[src/shared/vfd_port_pkg.sv]
package vfd_port_pkg;
  localparam int DATA_W = 8;
  localparam int ADDR_W = 7;
  localparam int TEXT_DEPTH = 80;
  localparam int LINE_LEN = 40;
  localparam int GLYPH_DEPTH = 64;
  localparam int DIGITS = 24;
  localparam int FIFO_DEPTH = 32;
  localparam int POS_W = 5;
  localparam int CODE_W = 1 + POS_W + DATA_W;
  // status byte layout
  localparam int BUSY_BIT = 7;
  localparam logic BUSY_VALUE = 1'b0;
  // text address map
  localparam logic [6:0] ONE_LINE_LAST = 7'h4F;
  localparam logic [6:0] LINE1_LAST = 7'h27;
  localparam logic [6:0] LINE2_FIRST = 7'h40;
  localparam logic [6:0] LINE2_LAST = 7'h67;
  localparam logic [6:0] LINE2_INDEX = 7'h28;
  localparam logic [6:0] OFFSET_LAST = 7'h4F;
  localparam logic [6:0] LINE_LEN_7 = 7'h28;
  localparam logic [6:0] TEXT_DEPTH_7 = 7'h50;
  // instruction decode
  localparam int TEXT_ADDR_BIT = 7;
  localparam int GLYPH_ADDR_BIT = 6;
  localparam int FUNC_BIT = 5;
  localparam int FUNC_WIDTH_BIT = 4;
  localparam int FUNC_LINES_BIT = 3;
  localparam int SHIFT_BIT = 4;
  localparam int SHIFT_DISPLAY_BIT = 3;
  localparam int SHIFT_RIGHT_BIT = 2;
  localparam logic [7:0] HOME_CODE = 8'h02;
  // reset values
  localparam logic WIDTH8_RESET = 1'b1;
  localparam logic TWO_LINE_RESET = 1'b0;
  localparam logic [6:0] ADDR_RESET = 7'h00;
  localparam logic [7:0] BYTE_RESET = 8'h00;
endpackage : vfd_port_pkg

[src/code_fifo.sv]
`timescale 1ns/1ps
module code_fifo #(
  parameter int WIDTH = 14,
  parameter int DEPTH = 32
) (
  // clock and reset
  input wire logic clock,
  input wire logic rst_sync_n,
  // fill side
  input wire logic in_valid,
  output logic in_ready,
  input wire logic [WIDTH-1:0] in_data,
  // drain side
  output logic out_valid,
  input wire logic out_ready,
  output logic [WIDTH-1:0] out_data
);
  localparam int PTR_W = $clog2(DEPTH);

  logic [WIDTH-1:0] mem [0:DEPTH-1];
  logic [PTR_W-1:0] wr_ptr_reg;
  logic [PTR_W-1:0] rd_ptr_reg;
  logic [PTR_W:0] count_reg;
  logic push;
  logic pop;

  assign in_ready = (count_reg != DEPTH[PTR_W:0]);
  assign out_valid = (count_reg != '0);
  assign out_data = mem[rd_ptr_reg];
  assign push = in_valid & in_ready;
  assign pop = out_valid & out_ready;

  always_ff @(posedge clock) begin
    if (push) begin
      mem[wr_ptr_reg] <= in_data;
    end
  end

  always_ff @(posedge clock or negedge rst_sync_n) begin
    if (!rst_sync_n) begin
      wr_ptr_reg <= '0;
      rd_ptr_reg <= '0;
      count_reg <= '0;
    end else begin
      if (push) begin
        wr_ptr_reg <= wr_ptr_reg + 1'b1;
      end
      if (pop) begin
        rd_ptr_reg <= rd_ptr_reg + 1'b1;
      end
      if (push && !pop) begin
        count_reg <= count_reg + 1'b1;
      end else if (pop && !push) begin
        count_reg <= count_reg - 1'b1;
      end
    end
  end
endmodule : code_fifo

[src/vfd_host_port.sv]
// Function
// link style pin: low serial, high parallel; parallel strobes ignored when low
// parallel transfers accepted on a 4-bit or an 8-bit data bus
// host ties pins unused in the chosen link style to fixed levels
// two 8-bit registers: instruction register and transfer data register
// instruction register is write-only; status read never returns it
// select-low write loads instruction register and runs its operation
// select-low read returns busy bit on bit 7, address pointer below
// busy bit always reads low
// select-high write passes data byte into selected text or glyph RAM
// select-high read returns selected RAM byte through transfer data register; code drives the pins from read_byte, transfer_data_reg only copies it
// address instruction copies its address field into the address pointer
// address instruction also picks text RAM or glyph RAM as target
// address pointer increments by one after each data write or read
// text RAM holds 80 eight-bit character codes
// text locations off the display act as ordinary read/write storage
// text address held in address pointer as 7-bit value
// one-line mode starts at address 00; 24 positions show 00 to 17
// one-line shift offsets start circularly over 80; left 01, right 4F
// two-line mode: line one 00 to 27, line two 40 to 67
// two-line shift wraps each line separately; right shift shows 27, 67
// a 40-character two-line system adds a 16-output grid extension driver
// 4-bit mode moves each byte as two nibbles on pins 7:4, high first
`timescale 1ns/1ps
module vfd_host_port #(
  parameter int DIGIT_COUNT = vfd_port_pkg::DIGITS,
  parameter int CODE_FIFO_DEPTH = vfd_port_pkg::FIFO_DEPTH
) (
  // clock and reset
  input wire logic clock,
  input wire logic rst_n,
  // link straps
  input wire logic link_style_select,
  input wire logic host_bus_style_select,
  // host strobes
  input wire logic chip_select_n,
  input wire logic register_select_line,
  input wire logic enable_or_read_n,
  input wire logic rw_or_write_n,
  // parallel data pins
  input wire logic [7:0] parallel_data_pins_in,
  output logic [7:0] parallel_data_pins_out,
  output logic [7:0] parallel_data_pins_oe_n,
  // character code stream to the drive logic
  output logic code_valid,
  input wire logic code_ready,
  output logic [7:0] code_char,
  output logic [4:0] code_position,
  output logic code_line,
  // mode status
  output logic bus_width_8,
  output logic two_line_mode
);
  logic [1:0] rst_pipe_reg;
  logic rst_sync_n;

  logic [7:0] instruction_reg;
  logic [7:0] transfer_data_reg;
  logic [6:0] address_pointer;
  logic glyph_target_reg;
  logic width8_reg;
  logic two_line_reg;
  logic [6:0] offset_reg;

  logic strobe_now;
  logic read_now;
  logic strobe_reg;
  logic read_reg;
  logic select_reg;
  logic [7:0] din_reg;
  logic start;
  logic finish;
  logic nibble_low_reg;
  logic [3:0] high_nibble_reg;
  logic [7:0] read_byte_reg;
  logic [7:0] write_byte;
  logic [7:0] read_byte;
  logic [7:0] fetch_byte;
  logic byte_done;
  logic write_commit;
  logic read_commit;
  logic [7:0] out_reg;
  logic [7:0] oe_n_reg;

  logic [7:0] text_ram [0:vfd_port_pkg::TEXT_DEPTH-1];
  logic [7:0] glyph_ram [0:vfd_port_pkg::GLYPH_DEPTH-1];
  logic [6:0] text_index;
  logic text_hit;

  logic [4:0] pos_reg;
  logic line_reg;
  logic [6:0] scan_index;
  logic [6:0] off40;
  logic [6:0] sum;
  logic fifo_in_ready;
  logic [vfd_port_pkg::CODE_W-1:0] fifo_out_data;
  logic fifo_out_valid;

  // reset release
  always_ff @(posedge clock or negedge rst_n) begin
    if (!rst_n) begin
      rst_pipe_reg <= 2'h0;
    end else begin
      rst_pipe_reg <= {rst_pipe_reg[0], 1'b1};
    end
  end
  assign rst_sync_n = rst_pipe_reg[1];

  // access detection; 68-style uses an active-high enable, 80-style two low strobes
  always_comb begin
    if (host_bus_style_select) begin
      strobe_now = enable_or_read_n;
      read_now = rw_or_write_n;
    end else begin
      strobe_now = !enable_or_read_n || !rw_or_write_n;
      read_now = !enable_or_read_n;
    end
    strobe_now = strobe_now && !chip_select_n && link_style_select;
  end

  assign start = strobe_now && !strobe_reg;
  assign finish = strobe_reg && !strobe_now;
  assign byte_done = width8_reg || nibble_low_reg;
  // second nibble completes the byte with the earlier high half
  assign write_byte = width8_reg ? din_reg : {high_nibble_reg, din_reg[7:4]};
  assign write_commit = finish && !read_reg && byte_done;
  assign read_commit = finish && read_reg && byte_done;

  always_ff @(posedge clock or negedge rst_sync_n) begin
    if (!rst_sync_n) begin
      strobe_reg <= 1'b0;
      read_reg <= 1'b0;
      select_reg <= 1'b0;
      din_reg <= vfd_port_pkg::BYTE_RESET;
    end else begin
      strobe_reg <= strobe_now;
      if (start) begin
        read_reg <= read_now;
        select_reg <= register_select_line;
      end
      // write data is the level seen on the last active cycle
      if (strobe_now) begin
        din_reg <= parallel_data_pins_in;
      end
    end
  end

  always_ff @(posedge clock or negedge rst_sync_n) begin
    if (!rst_sync_n) begin
      nibble_low_reg <= 1'b0;
      high_nibble_reg <= 4'h0;
    end else if (width8_reg) begin
      nibble_low_reg <= 1'b0;
    end else if (finish) begin
      nibble_low_reg <= !nibble_low_reg;
      if (!nibble_low_reg) begin
        high_nibble_reg <= din_reg[7:4];
      end
    end
  end

  // text address to RAM index; line two packs directly after line one
  always_comb begin
    text_hit = 1'b0;
    text_index = address_pointer;
    if (two_line_reg) begin
      if (address_pointer <= vfd_port_pkg::LINE1_LAST) begin
        text_hit = 1'b1;
      end else if (address_pointer >= vfd_port_pkg::LINE2_FIRST
                   && address_pointer <= vfd_port_pkg::LINE2_LAST) begin
        text_hit = 1'b1;
        text_index = address_pointer - vfd_port_pkg::LINE2_FIRST
                     + vfd_port_pkg::LINE2_INDEX;
      end
    end else begin
      text_hit = (address_pointer <= vfd_port_pkg::ONE_LINE_LAST);
    end
  end

  always_comb begin
    if (glyph_target_reg) begin
      fetch_byte = glyph_ram[address_pointer[5:0]];
    end else if (text_hit) begin
      fetch_byte = text_ram[text_index];
    end else begin
      fetch_byte = vfd_port_pkg::BYTE_RESET;
    end
    if (register_select_line) begin
      read_byte = fetch_byte;
    end else begin
      read_byte = {vfd_port_pkg::BUSY_VALUE, address_pointer};
    end
  end

  // memories; writes to unmapped text addresses are dropped
  always_ff @(posedge clock) begin
    if (write_commit && select_reg) begin
      if (glyph_target_reg) begin
        glyph_ram[address_pointer[5:0]] <= write_byte;
      end else if (text_hit) begin
        text_ram[text_index] <= write_byte;
      end
    end
  end

  // read path: the byte is frozen at the first nibble so both halves match
  always_ff @(posedge clock or negedge rst_sync_n) begin
    if (!rst_sync_n) begin
      read_byte_reg <= vfd_port_pkg::BYTE_RESET;
      out_reg <= vfd_port_pkg::BYTE_RESET;
      oe_n_reg <= 8'hFF;
    end else begin
      if (start && read_now) begin
        if (width8_reg) begin
          read_byte_reg <= read_byte;
          out_reg <= read_byte;
        end else if (!nibble_low_reg) begin
          read_byte_reg <= read_byte;
          out_reg <= {read_byte[7:4], 4'h0};
        end else begin
          out_reg <= {read_byte_reg[3:0], 4'h0};
        end
      end
      if (strobe_now && read_now) begin
        oe_n_reg <= width8_reg ? 8'h00 : 8'h0F;
      end else begin
        oe_n_reg <= 8'hFF;
      end
    end
  end

  always_ff @(posedge clock or negedge rst_sync_n) begin
    if (!rst_sync_n) begin
      transfer_data_reg <= vfd_port_pkg::BYTE_RESET;
    end else if (write_commit && select_reg) begin
      transfer_data_reg <= write_byte;
    end else if (start && read_now && register_select_line && byte_done) begin
      transfer_data_reg <= fetch_byte;
    end
  end

  // next address after a data access, wrapping inside the active space
  function automatic logic [6:0] next_address(input logic [6:0] a, input logic glyph,
                                               input logic two);
    logic [6:0] n;
    n = a + 7'h01;
    if (glyph) begin
      n = {1'b0, n[5:0]};
    end else if (two) begin
      if (a == vfd_port_pkg::LINE1_LAST) begin
        n = vfd_port_pkg::LINE2_FIRST;
      end else if (a >= vfd_port_pkg::LINE2_LAST) begin
        n = vfd_port_pkg::ADDR_RESET;
      end
    end else if (a >= vfd_port_pkg::ONE_LINE_LAST) begin
      n = vfd_port_pkg::ADDR_RESET;
    end
    return n;
  endfunction : next_address

  // instruction register and the operations it starts
  always_ff @(posedge clock or negedge rst_sync_n) begin
    if (!rst_sync_n) begin
      instruction_reg <= vfd_port_pkg::BYTE_RESET;
      address_pointer <= vfd_port_pkg::ADDR_RESET;
      glyph_target_reg <= 1'b0;
      width8_reg <= vfd_port_pkg::WIDTH8_RESET;
      two_line_reg <= vfd_port_pkg::TWO_LINE_RESET;
      offset_reg <= vfd_port_pkg::ADDR_RESET;
    end else if (write_commit && !select_reg) begin
      instruction_reg <= write_byte;
      if (write_byte[vfd_port_pkg::TEXT_ADDR_BIT]) begin
        address_pointer <= write_byte[6:0];
        glyph_target_reg <= 1'b0;
      end else if (write_byte[vfd_port_pkg::GLYPH_ADDR_BIT]) begin
        address_pointer <= {1'b0, write_byte[5:0]};
        glyph_target_reg <= 1'b1;
      end else if (write_byte[vfd_port_pkg::FUNC_BIT]) begin
        width8_reg <= write_byte[vfd_port_pkg::FUNC_WIDTH_BIT];
        two_line_reg <= write_byte[vfd_port_pkg::FUNC_LINES_BIT];
      end else if (write_byte[vfd_port_pkg::SHIFT_BIT]) begin
        if (write_byte[vfd_port_pkg::SHIFT_DISPLAY_BIT]) begin
          if (write_byte[vfd_port_pkg::SHIFT_RIGHT_BIT]) begin
            offset_reg <= (offset_reg == 7'h00) ? vfd_port_pkg::OFFSET_LAST
                          : offset_reg - 7'h01;
          end else begin
            offset_reg <= (offset_reg == vfd_port_pkg::OFFSET_LAST) ? 7'h00
                          : offset_reg + 7'h01;
          end
        end
      end else if (write_byte[7:1] == vfd_port_pkg::HOME_CODE[7:1]) begin
        address_pointer <= vfd_port_pkg::ADDR_RESET;
        glyph_target_reg <= 1'b0;
        offset_reg <= vfd_port_pkg::ADDR_RESET;
      end
    end else if ((write_commit || read_commit) && select_reg) begin
      address_pointer <= next_address(address_pointer, glyph_target_reg,
                                      two_line_reg);
    end
  end

  // display scan: position plus shift offset, wrapped per line in two-line mode
  always_comb begin
    off40 = offset_reg;
    if (off40 >= vfd_port_pkg::LINE_LEN_7) begin
      off40 = off40 - vfd_port_pkg::LINE_LEN_7;
    end
    if (two_line_reg) begin
      sum = {2'b00, pos_reg} + off40;
      if (sum >= vfd_port_pkg::LINE_LEN_7) begin
        sum = sum - vfd_port_pkg::LINE_LEN_7;
      end
      scan_index = line_reg ? sum + vfd_port_pkg::LINE_LEN_7 : sum;
    end else begin
      sum = {2'b00, pos_reg} + offset_reg;
      if (sum >= vfd_port_pkg::TEXT_DEPTH_7) begin
        sum = sum - vfd_port_pkg::TEXT_DEPTH_7;
      end
      scan_index = sum;
    end
  end

  // the scan stalls whenever the code queue is full
  always_ff @(posedge clock or negedge rst_sync_n) begin
    if (!rst_sync_n) begin
      pos_reg <= 5'h00;
      line_reg <= 1'b0;
    end else if (fifo_in_ready) begin
      if (pos_reg == 5'(DIGIT_COUNT - 1)) begin
        pos_reg <= 5'h00;
        line_reg <= two_line_reg && !line_reg;
      end else begin
        pos_reg <= pos_reg + 5'h01;
      end
    end
  end

  code_fifo #(
    .WIDTH(vfd_port_pkg::CODE_W),
    .DEPTH(CODE_FIFO_DEPTH)
  ) u_code_fifo (
    .clock(clock),
    .rst_sync_n(rst_sync_n),
    .in_valid(rst_sync_n),
    .in_ready(fifo_in_ready),
    .in_data({line_reg, pos_reg, text_ram[scan_index]}),
    .out_valid(fifo_out_valid),
    .out_ready(code_ready),
    .out_data(fifo_out_data)
  );

  assign code_valid = fifo_out_valid;
  assign code_line = fifo_out_data[vfd_port_pkg::CODE_W-1];
  assign code_position = fifo_out_data[vfd_port_pkg::CODE_W-2:vfd_port_pkg::DATA_W];
  assign code_char = fifo_out_data[vfd_port_pkg::DATA_W-1:0];
  assign parallel_data_pins_out = out_reg;
  assign parallel_data_pins_oe_n = oe_n_reg;
  assign bus_width_8 = width8_reg;
  assign two_line_mode = two_line_reg;
endmodule : vfd_host_port

[config.mk]
export PLATFORM = sky130hd
export DESIGN_NAME = vfd_host_port
export DESIGN_NICKNAME = d
export VERILOG_FILES = /design/src/shared/vfd_port_pkg.sv /design/src/code_fifo.sv /design/src/vfd_host_port.sv
export SDC_FILE = /design/constraint.sdc
export NUM_CORES = 2
export LEC_CHECK = 0
export ABC_AREA = 1
export BUFFER_PORTS_ARGS = -buffer_cell sky130_fd_sc_hd__buf_2
export CAP_MARGIN = 20
export CELL_PAD_IN_SITES_DETAIL_PLACEMENT = 0
export CELL_PAD_IN_SITES_GLOBAL_PLACEMENT = 2
export CORE_ASPECT_RATIO = 1.4
export CORE_MARGIN = 1.5
export CORE_UTILIZATION = 47
export CTS_CLUSTER_DIAMETER = 60
export CTS_CLUSTER_SIZE = 25
export DETAILED_ROUTE_END_ITERATION = 16
export HOLD_SLACK_MARGIN = 0.15
export PLACE_DENSITY = 0.93
export SLEW_MARGIN = 5
export SYNTH_ARGS = -nofsm -noshare
export SYNTH_HDL_FRONTEND = slang
export SYNTH_HIERARCHICAL = 1
export SYNTH_SLANG_ARGS = --single-unit
[constraint.sdc]
create_clock -name clock -period 6.1 [get_ports clock]
set_input_delay 0.61 -clock clock [delete_from_list [all_inputs] [get_ports clock]]
set_output_delay 0.61 -clock clock [all_outputs]
set_load 0.005 [all_outputs]
==> impl_metrics.json <==
{
  "finalCriticalPeriod_ns": 5.41,
  "min-delay-start": "link_style_select",
  "critPathCaptureType": "flop",
  "finalCritPeriodShare_pct": 88.7,
  "synth_cell_types": 73,
  "rsz0062_at_grt": "no",
  "path_clk_slew_ns": 0.09,
  "path_max_fanout": 32,
  "first_iter_violations": 6144,
  "finClkSkew_ns": 0.0587,
  "nNetsFinal": 6643,
  "drv_cap": 0,
  "grt_max_degree": 155,
  "grt_usage_pct": 29.3,
  "status": "finished clean",
  "grt_pass1_vias": 50164,
  "grt-ovfl-total": 0,
  "synth_top_area_share_pct": 65.3,
  "yosysWarnings": 6,
  "crit_top_cell": "nand2_1",
  "cts_tree": "done",
  "hold_depth": 4,
  "worst_ep_required_time_ns": 6.51,
  "fmaxAchievable_mhz": 185,
  "io_buffers": 49,
  "h-tree-depth": 3,
  "hpwl_mm": 145,
  "synth_edf_count": 1600,
  "first_pass_iters": 6,
  "crit_type": "flop to flop",
  "setup.worst_path.start_class": "flop",
  "syn_area_per_cell_um2": 11.1,
  "synthFlopType": "edfxtp_1",
  "drive_gt1_share_pct": 8.17,
  "regMostFlops": "text_ram",
  "area_growth_pct": 8.94,
  "async_flop_share_pct": 4.25,
  "hold_violations": 0,
  "setup_viol": 0,
  "synthTopCellsByArea": "edfxtp_1 (65%), nand2_1 (7.9%), nor2_1 (3.2%)",
  "max_stage_delay_ns": 0.79,
  "yosysSeqAreaShare_pct": 67.7,
  "antenna_left": 0,
  "r2r-end": "u_code_fifo/mem[21][4]$_DFFE_PP_",
  "wl_per_cell_um": 26.9,
  "num_io_pins": 50,
  "syn_area_um2": 73600,
  "clock-sinks": 1671,
  "final_cells": 8739,
  "place.gp.congestion": 0.952,
  "drv_slew": 0,
  "synth_top_area_cell": "edfxtp_1",
  "die_h_um": 471,
  "ys_ff_latch": 1671,
  "place_inst": 8549,
  "clockBufferDepth": 3,
  "worstPathArrival_ns": 5.82,
  "vias": 52479,
  "largest_register_ff_count": 640,
  "maxSlewHeadroom_pct": 21.7,
  "initial_utilization_pct": 47.4,
  "worst_slew_pin_slew_ns": 1.17,
  "drt-total-wl_mm": 235,
  "min_to": "din_reg[0]$_DFFE_PN0P_",
  "drc": 0,
  "postCtsResizedCells": 0,
  "cts_made_buffers": 101,
  "die_area_um2": 159000,
  "syn-num-nets": 6715,
  "coreArea_um2": 155000,
  "syn_inst": 6662,
  "reg2regPathDepth": 24,
  "cp_cell_sequence": "inv_1 -> ha_1 -> inv_1 -> a21oi_2 -> nand2_1 -> xor2_1 -> ha_1 -> a21oi_1 -> nand2_1 -> xnor2_2 -> ha_1 -> nand2_1 -> nand2_2 -> nand2_2 -> nand2_1 -> nand2_1 -> ha_1 -> o21ai_0 -> nand3_1 -> nand2_1 -> inv_1 -> nand3_1 -> nand3_1 -> nand2_1",
  "clk_latency_ns": 0.79,
  "r2r-start": "offset_reg[3]$_DFFE_PN0P_",
  "fin_setup_tns_ns": 0,
  "antenna_found_initial": 2,
  "fp-row-count": 171,
  "rrSetupSlack_ns": 0.69,
  "hold_path_class": "primary input to flop",
  "grt_pass1_wl_mm": 339,
  "vias_per_cell": 6.01,
  "cts_root_buffer": "clkbuf_16",
  "chipWidth_um": 337,
  "crit_slowest_cell": "nand2_1"
}
critical path: cells and delay by family (launching register included):
| family | cells | cell delay (ns) |
|---|---|---|
| flops | 1 | 0.53 |
| compound gates | 3 | 0.49 |
| fa+ha+maj | 4 | 0.97 |
| buf+inv | 3 | 0.51 |
| simple gates | 12 | 2.11 |
| xor+xnor | 2 | 0.40 |
repair_timing:
action | in CTS | in global routing
endpoints found under the setup margin | 0 | 0
setup buffers | 0 | 0
hold endpoints to repair | 12 | 0
hold buffers | 13 | 0
worst max path at each step:
stage                                          from  slack, ns                               end  cells past startpoint
after global placement    offset_reg[3]$_DFFE_PN0P_       0.70   u_code_fifo/mem[8][2]$_DFFE_PP_                     24
final                     offset_reg[3]$_DFFE_PN0P_       0.69  u_code_fifo/mem[21][4]$_DFFE_PP_                     24
after CTS                 offset_reg[3]$_DFFE_PN0P_       0.61   u_code_fifo/mem[4][0]$_DFFE_PP_                     20
after detailed placement  offset_reg[3]$_DFFE_PN0P_       0.64   u_code_fifo/mem[2][0]$_DFFE_PP_                     20
after global routing      offset_reg[3]$_DFFE_PN0P_       0.16  u_code_fifo/mem[23][3]$_DFFE_PP_                     24
after floorplan             bus_width_8$_DFFE_PN1P_       1.76         offset_reg[5]$_DFFE_PN0P_                     10
placed cells by master, fill, tap and decap left out, types with 49 or more instances in the layout:
master	count
o21ai_0	339
or2_2	49
o22ai_1	253
nor2_1	627
nand4_1	64
a221oi_1	55
dfrtp_1	65
inv_1	475
o211ai_1	96
edfxtp_1	1600
clkbuf_16	102
a21oi_1	164
nand3_1	459
a22oi_1	74
buf_4	128
buf_2	49
nand2_1	1538
area by class of cell:
| cell class | count | area [µm²] |
|---|---|---|
| Antenna cell | 1 | 2.50 |
| Clock buffer | 107 | 2570 |
| Clock inverter | 68 | 973 |
| Fill cell | 13435 | 75100 |
| Inverter | 519 | 2000 |
| Multi-Input combinational cell | 4090 | 20500 |
| Sequential cell | 1671 | 49800 |
| Tap cell | 2076 | 2600 |
| Timing Repair Buffer | 207 | 1700 |
metal layers:
metal,part of all wire [%],track usage (%),vias to the layer above
li1,-,-,23438
met1,35,34.3,25747
met2,50,49.6,2602
met3,7.4,3.74,690
met4,8.0,20.8,2
met5,0.0055,0.0617,-
metrics by stage:
step	hold WS [ns]	cell area (µm²)	util [%]	worst slack [ns]
finish	0.263	80200	51.6	0.689
global route	0.279	80200	51.6	0.161
CTS	0.213	80200	51.6	0.613
detailed placement	0.339	76500	49.2	0.639
global placement	0.335	76400	49.2	0.703
floorplan	0.314	73600	-	1.76
cell families after synthesis:
group                    share of synthesized area, %
AO/OA/AOI/OAI                                    9.81
multiplexers                                   0.0136
buffers and inverters                            5.10
other                                         0.00509
adder cells (fa/ha/maj)                         0.632
AND/OR/NAND/NOR                                  16.5
flip-flops                                       67.7
XOR/XNOR                                        0.284
cell usage after synthesis (26+ instances only):
| library cell | n |
|---|---|
| edfxtp_1 | 1600 |
| nand2_1 | 1541 |
| nor2_1 | 629 |
| inv_1 | 485 |
| nand3_1 | 461 |
| o21ai_0 | 340 |
| o22ai_1 | 253 |
| clkbuf_1 | 179 |
| a21oi_1 | 164 |
| buf_2 | 130 |
| o211ai_1 | 96 |
| a22oi_1 | 74 |
| dfrtp_1 | 68 |
| nand4_1 | 64 |
| nor3_1 | 60 |
| a221oi_1 | 55 |
| or2_2 | 49 |
| buf_1 | 37 |
| o311ai_0 | 35 |
| ha_1 | 34 |
| nor4_1 | 26 |
Power is left out: the tool's default activity adds up to more than one toggle a clock period on the data nets, which glitch-free logic cannot reach.
